--- config.mk ---
export PLATFORM = sky130hd
export DESIGN_NAME = lmr_top
export DESIGN_NICKNAME = d
export VERILOG_FILES = /design/src/hw/lmr_pkg.sv /design/src/hw/lmr_sync.sv /design/src/hw/lmr_temp.sv /design/src/hw/lmr_top.sv
export VERILOG_INCLUDE_DIRS = /design/src /design/src/hw
export SDC_FILE = /design/constraint.sdc
export NUM_CORES = 1
export LEC_CHECK = 0
export ABC_AREA = 1
export BUFFER_PORTS_ARGS = -buffer_cell sky130_fd_sc_hd__buf_4
export CORE_ASPECT_RATIO = 0.6
export CORE_MARGIN = 2
export CORE_UTILIZATION = 61
export DETAILED_ROUTE_END_ITERATION = 12
export PLACE_DENSITY = 0.9
export REMOVE_ABC_BUFFERS = 1
export SETUP_SLACK_MARGIN = 0.2
export SLEW_MARGIN = 20
export SYNTH_ARGS = -nofsm -noshare
export SYNTH_HDL_FRONTEND = slang
export SYNTH_HIERARCHICAL = 1
export SYNTH_SLANG_ARGS = --single-unit
--- constraint.sdc ---
create_clock -name clk_in -period 4.41 [get_ports clk_in]
set_clock_uncertainty 0.1 [all_clocks]
set_input_delay 0.2205 -clock clk_in [delete_from_list [all_inputs] [get_ports clk_in]]
set_output_delay 0.2205 -clock clk_in [all_outputs]
set_load 0.05 [all_outputs]
--- src/hw/lmr_map.svh ---
`ifndef LMR_MAP_SVH
`define LMR_MAP_SVH

// Command field codes on cmd_addr_bus bits 3:0 at the rising edge
`define LMR_OP_W 4
`define LMR_OP_RD 4'h8
`define LMR_OP_WR 4'h0

// Register addresses
`define LMR_A_ID 8'h00
`define LMR_A_CFG1 8'h01
`define LMR_A_CFG2 8'h02
`define LMR_A_CFG3 8'h03
`define LMR_A_TEMP 8'h04
`define LMR_A_ZQ 8'h0A
`define LMR_A_BANK 8'h10
`define LMR_A_SEG 8'h11
`define LMR_A_CALA 8'h20
`define LMR_A_CALB 8'h28
`define LMR_A_RESET 8'h3F

// Reset values
`define LMR_RST_CFG 8'h00
`define LMR_RST_MASK 8'h00
`define LMR_RST_TEMP 3'h3
// Arbitrary identification value
`define LMR_ID_VAL 8'h5A

// Field layout of the temperature status register
`define LMR_TEMP_W 3
`define LMR_TEMP_LSB 0

// Calibration patterns, bit n is beat n
`define LMR_PAT_A 4'h5
`define LMR_PAT_B 4'hC

// Timing
`define LMR_RL 3
`define LMR_BEATS 4
`define LMR_CLK_KHZ 50000
`define LMR_TSI_MS 32
`define LMR_TSI_CYC (`LMR_TSI_MS * `LMR_CLK_KHZ)

`endif

--- src/hw/lmr_pkg.sv ---
package lmr_pkg;

    typedef enum logic [1:0] {
        ST_IDLE = 2'b00,
        ST_CAPT = 2'b01,
        ST_LAT = 2'b10,
        ST_BURST = 2'b11
    } lmr_state_t;

    // Pins from outside the clock domain, synchronised as one group
    typedef struct packed {
        logic ck;
        logic cs_n;
        logic [9:0] ca;
        logic [2:0] temp;
        logic lp;
    } lmr_pins_t;

endpackage

--- src/hw/lmr_sync.sv ---
`timescale 1ns/1ps
`default_nettype none
module lmr_sync #(
    parameter int W = 1
) (
    input wire logic clk_in,
    input wire logic arst_n_in,
    input wire logic ce_in,
    input wire logic [W-1:0] d_in,
    output wire logic [W-1:0] q_out
);
    typedef struct packed {
        logic [W-1:0] s1;
        logic [W-1:0] s2;
    } lmr_sync_st_t;

    lmr_sync_st_t st;
    lmr_sync_st_t next_st;

    always_comb begin
        next_st.s1 = d_in;
        next_st.s2 = st.s1;
    end

    always_ff @(posedge clk_in or negedge arst_n_in) begin
        if (!arst_n_in) begin
            st <= '0;
        end else if (ce_in) begin
            st <= next_st;
        end
    end

    assign q_out = st.s2;
endmodule // lmr_sync
`default_nettype wire

--- src/hw/lmr_temp.sv ---
`timescale 1ns/1ps
`default_nettype none
`include "lmr_map.svh"
module lmr_temp #(
    parameter int TSI_CYC = `LMR_TSI_CYC
) (
    input wire logic clk_in,
    input wire logic arst_n_in,
    input wire logic ce_in,
    input wire logic [`LMR_TEMP_W-1:0] code_in,
    input wire logic wake_in,
    output wire logic [`LMR_TEMP_W-1:0] code_out
);
    localparam int CW = $clog2(TSI_CYC + 1);
    localparam logic [CW-1:0] LAST = CW'(TSI_CYC - 1);

    typedef struct packed {
        logic [CW-1:0] cnt;
        logic [`LMR_TEMP_W-1:0] code;
    } lmr_temp_st_t;

    lmr_temp_st_t st;
    lmr_temp_st_t next_st;

    // Wake from low power resamples at once so the status is never stale
    always_comb begin
        next_st = st;
        if (wake_in || st.cnt == LAST) begin // [RULE_12]
            next_st.cnt = '0;
            next_st.code = code_in;
        end else begin
            next_st.cnt = st.cnt + CW'(1);
        end
    end

    always_ff @(posedge clk_in or negedge arst_n_in) begin
        if (!arst_n_in) begin
            st <= '{cnt: '0, code: `LMR_RST_TEMP};
        end else if (ce_in) begin
            st <= next_st;
        end
    end

    assign code_out = st.code;
endmodule // lmr_temp
`default_nettype wire

--- src/hw/lmr_top.sv ---
// Operation
// [RULE_01] Read command: select low, bits 0-2 low, 3 high
// [RULE_02] Address from falling bits 1:0 over rising 9:4
// [RULE_03] Register byte on lanes 0-7, first beat, after latency
// [RULE_04] All strobes toggle for whole read burst
// [RULE_05] Read burst is four beats, never cut short
// [RULE_06] Controller sends only no-ops for two clocks
// [RULE_07] Reserved or write-only reads give undefined values
// [RULE_08] Lanes 8 and up undefined during ordinary reads
// [RULE_09] Controller spaces read before later writes
// [RULE_10] Controller spaces data read before register read
// [RULE_11] Controller spaces data write before register read
// [RULE_12] Temperature status refreshed within 32 ms interval
// [RULE_13] Controller polls temperature fast enough for margin
// [RULE_14] Temperature status in bits 2:0 of register
// [RULE_15] Pattern reads drive lane 0, mirrored per byte
// [RULE_16] Other lanes copy lane 0 pattern
// [RULE_17] Pattern A is 1010, pattern B 0011
// [RULE_18] Controller reads patterns only while idle
// [RULE_19] Write command: select and bits 0-3 low
// [RULE_20] Writes to read-only registers are ignored
// [RULE_21] Controller writes only with all banks idle
// [RULE_22] Masked banks and segments skip self refresh
// [RULE_23] Controller sends no-ops during write period
// [RULE_24] Write to reset address restores register defaults
`timescale 1ns/1ps
`default_nettype none
`include "lmr_map.svh"
module lmr_top #(
    parameter int DQ_W = 16,
    parameter int RL = `LMR_RL,
    parameter int TSI_CYC = `LMR_TSI_CYC,
    parameter int NB = 8,
    parameter int NSEG = 8,
    parameter logic [7:0] ID_VAL = `LMR_ID_VAL
) (
    input wire logic clk_in,
    input wire logic arst_n_in,
    input wire logic ce_in,
    input wire logic link_ck_in,
    input wire logic cs_n_in,
    input wire logic [9:0] ca_in,
    input wire logic [2:0] temp_code_in,
    input wire logic low_power_in,
    output wire logic [DQ_W-1:0] dq_out,
    output wire logic dq_oe_out,
    output wire logic [DQ_W/8-1:0] dqs_t_out,
    output wire logic [DQ_W/8-1:0] dqs_c_out,
    output wire logic dqs_oe_out,
    output wire logic [23:0] mode_cfg_out,
    output wire logic [NB*NSEG-1:0] refresh_masked_out,
    output wire logic soft_reset_out,
    output wire logic busy_out
);
    import lmr_pkg::*;

    localparam int NS = DQ_W / 8;
    localparam logic [3:0] RL_CNT = 4'(RL);

    typedef struct packed {
        lmr_state_t fsm;
        logic ck_d;
        logic lp_d;
        logic is_rd;
        logic [5:0] ca_r;
        logic [3:0] cnt;
        logic [1:0] beat;
        logic [7:0] rd_byte;
        logic cal;
        logic [3:0] pat;
        logic [7:0] cfg1;
        logic [7:0] cfg2;
        logic [7:0] cfg3;
        logic [7:0] bank;
        logic [7:0] seg;
        logic [DQ_W-1:0] dq;
        logic dq_oe;
        logic [NS-1:0] dqs_t;
        logic [NS-1:0] dqs_c;
        logic dqs_oe;
        logic [NB*NSEG-1:0] ref_mask;
        logic soft_rst;
        logic busy;
    } lmr_top_st_t;

    lmr_top_st_t st;
    lmr_top_st_t next_st;
    lmr_pins_t raw_pins;
    lmr_pins_t pins;
    logic [`LMR_TEMP_W-1:0] temp_code;
    logic rise;
    logic fall;
    logic wake;
    logic [7:0] addr;
    logic [7:0] wr_data;

    // Writable registers; the calibration one takes writes but reads back undefined
    function automatic logic wr_ok(input logic [7:0] a);
        return a == `LMR_A_CFG1 || a == `LMR_A_CFG2 || a == `LMR_A_CFG3 ||
               a == `LMR_A_ZQ || a == `LMR_A_BANK || a == `LMR_A_SEG;
    endfunction

    assign raw_pins = '{ck: link_ck_in, cs_n: cs_n_in, ca: ca_in, temp: temp_code_in, lp: low_power_in};

    lmr_sync #(
        .W($bits(lmr_pins_t))
    ) u_sync (
        .clk_in(clk_in),
        .arst_n_in(arst_n_in),
        .ce_in(ce_in),
        .d_in(raw_pins),
        .q_out(pins)
    );

    lmr_temp #(
        .TSI_CYC(TSI_CYC)
    ) u_temp (
        .clk_in(clk_in),
        .arst_n_in(arst_n_in),
        .ce_in(ce_in),
        .code_in(pins.temp),
        .wake_in(wake),
        .code_out(temp_code)
    );

    // Link clock passes the two-stage synchroniser, so edges show two system cycles after the pin changes
    assign rise = pins.ck && !st.ck_d;
    assign fall = !pins.ck && st.ck_d;
    assign wake = st.lp_d && !pins.lp;
    assign addr = {pins.ca[1:0], st.ca_r}; // [RULE_02]
    assign wr_data = pins.ca[9:2]; // [RULE_19]

    always_comb begin
        next_st = st;
        next_st.ck_d = pins.ck;
        next_st.lp_d = pins.lp;
        next_st.soft_rst = 1'b0;
        unique case (st.fsm)
            ST_IDLE: begin
                // Commands other than the two register ones are not ours
                if (rise && !pins.cs_n && pins.ca[2:0] == 3'h0) begin // [RULE_01] [RULE_19]
                    next_st.is_rd = pins.ca[3];
                    next_st.ca_r = pins.ca[9:4];
                    next_st.fsm = ST_CAPT;
                end
            end
            ST_CAPT: begin
                if (fall) begin
                    if (st.is_rd) begin
                        next_st.cal = 1'b0;
                        next_st.pat = `LMR_PAT_A;
                        next_st.cnt = RL_CNT;
                        next_st.fsm = ST_LAT;
                        unique case (addr)
                            `LMR_A_ID: next_st.rd_byte = ID_VAL;
                            `LMR_A_CFG1: next_st.rd_byte = st.cfg1;
                            `LMR_A_CFG2: next_st.rd_byte = st.cfg2;
                            `LMR_A_CFG3: next_st.rd_byte = st.cfg3;
                            `LMR_A_TEMP: next_st.rd_byte = 8'(temp_code) << `LMR_TEMP_LSB; // [RULE_14]
                            `LMR_A_BANK: next_st.rd_byte = st.bank;
                            `LMR_A_SEG: next_st.rd_byte = st.seg;
                            `LMR_A_CALA: begin
                                next_st.cal = 1'b1; // [RULE_17]
                                next_st.rd_byte = 8'h00;
                            end
                            `LMR_A_CALB: begin
                                next_st.cal = 1'b1;
                                next_st.pat = `LMR_PAT_B; // [RULE_17]
                                next_st.rd_byte = 8'h00;
                            end
                            default: next_st.rd_byte = 8'h00; // [RULE_07]
                        endcase
                    end else begin
                        next_st.fsm = ST_IDLE;
                        if (addr == `LMR_A_RESET) begin // [RULE_24]
                            next_st.cfg1 = `LMR_RST_CFG;
                            next_st.cfg2 = `LMR_RST_CFG;
                            next_st.cfg3 = `LMR_RST_CFG;
                            next_st.bank = `LMR_RST_MASK;
                            next_st.seg = `LMR_RST_MASK;
                            next_st.soft_rst = 1'b1;
                        end else if (wr_ok(addr)) begin // [RULE_20]
                            if (addr == `LMR_A_CFG1) next_st.cfg1 = wr_data;
                            if (addr == `LMR_A_CFG2) next_st.cfg2 = wr_data;
                            if (addr == `LMR_A_CFG3) next_st.cfg3 = wr_data;
                            if (addr == `LMR_A_BANK) next_st.bank = wr_data;
                            if (addr == `LMR_A_SEG) next_st.seg = wr_data;
                        end
                    end
                end
            end
            ST_LAT: begin
                // The command's own rising edge is not counted here
                if (rise) begin
                    if (st.cnt <= 4'h1) begin // [RULE_03]
                        next_st.fsm = ST_BURST;
                        next_st.beat = 2'h0;
                    end else begin
                        next_st.cnt = st.cnt - 4'h1;
                    end
                end
            end
            ST_BURST: begin
                // No command is decoded here, so nothing can cut the burst
                if (rise || fall) begin // [RULE_05]
                    if (st.beat == 2'(`LMR_BEATS - 1)) begin
                        next_st.fsm = ST_IDLE;
                    end else begin
                        next_st.beat = st.beat + 2'h1;
                    end
                end
            end
        endcase

        next_st.dq_oe = next_st.fsm == ST_BURST;
        next_st.dqs_oe = next_st.fsm == ST_BURST;
        // Registered so the pin never carries decode glitches
        next_st.busy = next_st.fsm != ST_IDLE;
        next_st.dqs_t = next_st.dqs_oe ? {NS{~next_st.beat[0]}} : '0; // [RULE_04]
        next_st.dqs_c = ~next_st.dqs_t;
        next_st.dq = '0; // [RULE_08]
        if (next_st.dq_oe) begin
            if (next_st.cal) begin
                // Every lane copies lane 0 rather than driving zero
                next_st.dq = {DQ_W{next_st.pat[next_st.beat]}}; // [RULE_15] [RULE_16]
            end else if (next_st.beat == 2'h0) begin
                next_st.dq[7:0] = next_st.rd_byte; // [RULE_03]
            end
        end

        for (int b = 0; b < NB; b++) begin
            for (int s = 0; s < NSEG; s++) begin
                next_st.ref_mask[b*NSEG+s] = next_st.bank[b] | next_st.seg[s]; // [RULE_22]
            end
        end
    end

    always_ff @(posedge clk_in or negedge arst_n_in) begin
        if (!arst_n_in) begin
            st <= '0;
        end else if (ce_in) begin
            st <= next_st;
        end
    end

    assign dq_out = st.dq;
    assign dq_oe_out = st.dq_oe;
    assign dqs_t_out = st.dqs_t;
    assign dqs_c_out = st.dqs_c;
    assign dqs_oe_out = st.dqs_oe;
    assign mode_cfg_out = {st.cfg3, st.cfg2, st.cfg1};
    assign refresh_masked_out = st.ref_mask;
    assign soft_reset_out = st.soft_rst;
    assign busy_out = st.busy;

    logic [39:0] kept_regs;
    assign kept_regs = {st.cfg1, st.cfg2, st.cfg3, st.bank, st.seg};
endmodule // lmr_top
`default_nettype wire

==> results.json <==
{
  "seq_area_frac_synth_pct": 48.96,
  "cts_tree": "done",
  "grt_antenna_before_repair": 0,
  "final_layout_size_suffix_gt1_share_pct": 19.22,
  "period_minus_slack_ps": 2740,
  "grt_overflow": 0,
  "first_pass_iters": 6,
  "drtIter0Drc": 1090,
  "seq_area_um2": 5107,
  "yosys_most_used_dff": "dfrtp_1",
  "max_freq_ghz": 0.3650,
  "fin_ws_ps": 1670,
  "fp.dieH_um": 105.3,
  "nets": 1305,
  "critical_path.cell_chain": "inv_1, nand2_2, nor2_2, nand2_1, nand3_1, nor2_2, nor2_8, nand2_2, nand2_1, nand2_1, nand2_1, nand2_1, nand2_1",
  "multiInputGateArea_um2": 3913,
  "p_total_uw": 5077,
  "die_w_um": 172.8,
  "htree_num_levels": 1,
  "synth_cells": 1260,
  "postCtsHoldBufs": 17,
  "grt_max_degree": 107,
  "drc_errors": 0,
  "core_um2": 16490,
  "start_kind": "flip-flop",
  "nFillCells": 1320,
  "rsz0062_at_grt": "no",
  "via_per_inst": 5.634,
  "setup_viol": 0,
  "hold_viol": 0,
  "dp_hpwl_um": 17820,
  "crit_top_cell": "nand2_1",
  "vias": 8552,
  "num_antenna_cells": 0,
  "slew_headroom_pct": 26.32,
  "clock_path_buffers": 3,
  "p_per_area_nw_per_um2": 445.8,
  "start_util_pct": 63.28,
  "ys_warn_count": 6,
  "finalCritPeriodShare_pct": 62.13,
  "syn_avg_cell_area_um2": 8.280,
  "grt_pass1_wl_um": 41710,
  "critical_path_arrival_ps": 3060,
  "cts_resized": 0,
  "status": "finished, final reports clean",
  "cp.required_ps": 4730,
  "cp_slowest_cell": "nor2_2",
  "track_usage_pct": 28.35,
  "cts_root_buffer": "clkbuf_16",
  "ys_types": 44,
  "synth_edf_count": 0,
  "netlist_area_um2": 10430,
  "detail-route-antenna-nets": 0,
  "gp_congestion": 0.9600,
  "setup-tns-final_ps": 0,
  "io_buffer_count": 130,
  "fin_cells": 1518,
  "leakagePower_uw": 0.006124,
  "io_pins": 131,
  "crit_path_max_fanout": 30,
  "place_ws_ps": 1741,
  "ir_worst_vdd_mv": 0.2074,
  "area_growth_pct": 9.163,
  "wire_per_inst_um": 16.86,
  "drv_slew": 0,
  "clk_latency_ps": 490,
  "postCtsSetupRepairBufs": 0,
  "cp_num_buf_inv": 1,
  "critPathKind": "reg2reg",
  "critPathCaptureType": "flip-flop",
  "tightestPinTransition_ps": 1104,
  "synth-seq-cells": 204,
  "grt_pass1_vias": 7955,
  "synth_top_area_share_pct": 48.45,
  "yosys-top-cells-area": "dfrtp_1 48%, nand2_1 15%, buf_4 8.4%, nand3_1 6.4%, nor2_1 2.7%",
  "clkTransAtPathRegs_ps": 60,
  "cp_slowest_stage_delay_ps": 860,
  "yosys.area.top_type": "dfrtp_1",
  "die-area_um2": 18200,
  "cp_top_family": "simple AND/OR/NAND/NOR gates",
  "routed_wl_um": 25590,
  "cap_violations": 0,
  "dp_cells": 1471,
  "cts_inserted_buffers": 19,
  "synth-async-reset-ratio_pct": 100.0,
  "rows": 36,
  "min_path_type": "in2reg",
  "cts_num_sinks": 204
}
-- final cells by class --
type                    instances  share of cell area, %
well taps                     228                  2.505
clock inverters                 5                 0.4834
inverters                      84                  2.835
multi-input cells             822                  34.36
flip-flops and latches        204                  44.85
repair buffers                150                  10.43
clock buffers                  25                  4.548
-- kinds of logic after synthesis --
group,after synthesis,share of synthesized area [%]
buffers and inverters,234,13.54
flip-flops,204,48.96
AND/OR/NAND/NOR,701,29.25
AO/OA/AOI/OAI,114,7.484
XOR/XNOR,2,0.1679
adder cells (fa/ha/maj),5,0.5997
-- placed cells by master, fill, tap and decap left out, types with 3 or more instances in the layout --
master / synthesis / layout
nor2_2: 15 / 15
dfrtp_1: 202 / 202
a21oi_1: 27 / 27
inv_2: 13 / 13
ha_1: 5 / 5
nand4_1: 6 / 6
o211ai_2: 8 / 8
dlygate4sd3_1: 0 / 17
nor2_4: 4 / 4
nand3_1: 134 / 134
clkbuf_1: 16 / 4
nor3_1: 5 / 5
buf_4: 117 / 131
o21ai_1: 12 / 12
nand2_1: 422 / 422
nand2_2: 28 / 28
nor2_1: 75 / 75
clkbuf_8: 3 / 3
o21ai_0: 51 / 51
inv_1: 69 / 69
o211ai_4: 8 / 8
clkbuf_16: 0 / 19
-- power by group --
part	switching, uW	internal [uW]
registers	198	2110
logic	836	353
clock network	693	882
-- tightest hold or removal path: cells and delay by family --
kind                   cells  cell delay, ps
buffers and inverters      1             300
and+or+nand+nor            2             180
-- synth_stat cells (2+ instances only) --
cell type and number:
nand3_1 134, buf_4 117, nor2_8 2, o21bai_1 2
nand3_2 2, dfrtp_1 202, o211ai_2 8, nor2_4 4
nand2_4 2, nor2_1 75, o21ai_1 12, nand2_2 28
dfstp_2 2, nand2_1 422, o21ai_0 51, clkbuf_8 3
inv_1 69, o211ai_4 8, clkbuf_1 16, a21oi_1 27
buf_2 9, nor2_2 15, nand4_1 6, inv_2 13
nor3_1 5, buf_6 4, ha_1 5
-- state kept, by name, summed over array words and instances (netlist names) --
| signal | cells |
|---|---|
| refresh_masked_out | 64 |
| mode_cfg_out | 24 |
| st | 24 |
| u_temp/st | 21 |
| kept_regs | 16 |
| u_sync/next_st | 16 |
| u_sync/q_out | 16 |
| dq_out | 9 |
| addr | 6 |
| u_temp/code_out | 3 |
| busy_out | 1 |
| dqs_c_out | 1 |
| dqs_oe_out | 1 |
| dqs_t_out | 1 |
| soft_reset_out | 1 |
-- through the flow --
step | hold slack [ps] | util, % | cell area [um^2]
global route | 229.2 | 69.08 | 11390
detailed placement | 280.8 | 64.57 | 10650
CTS | 189.7 | 69.08 | 11390
finish | 196.2 | 69.08 | 11390
floorplan | -175.1 | - | 9343
global placement | 275.5 | 64.57 | 10650
-- final timing paths --
kind,start,to,slack [ps],depth (start not counted)
min in group asynchronous,arst_n_in,st[141]$_DFFE_PN0P_,300,2
hold reg to reg,st[130]$_DFFE_PN0P_,st[130]$_DFFE_PN0P_,370,2
setup reg to reg,u_sync/q_out[5]$_DFFE_PN0P_,dq_out[2]$_DFFE_PN0P_,1670,13
setup / recovery,u_sync/q_out[5]$_DFFE_PN0P_,dq_out[2]$_DFFE_PN0P_,1670,13
hold / removal,ce_in,u_sync/next_st[15]$_DFFE_PN0P_,200,3
max in group asynchronous,arst_n_in,kept_regs[2]$_DFFE_PN0P_,2920,3
-- per-layer routing --
layer	part of all wire [%]	wire [um]	global-route usage, %
met1	45	11390	43.45
met2	42	10740	40.94
met3	12	3020	7.612
met4	1.7	436	4.903
met5	0	0	0
No activity file was read; power rests on OpenSTA's default activity.
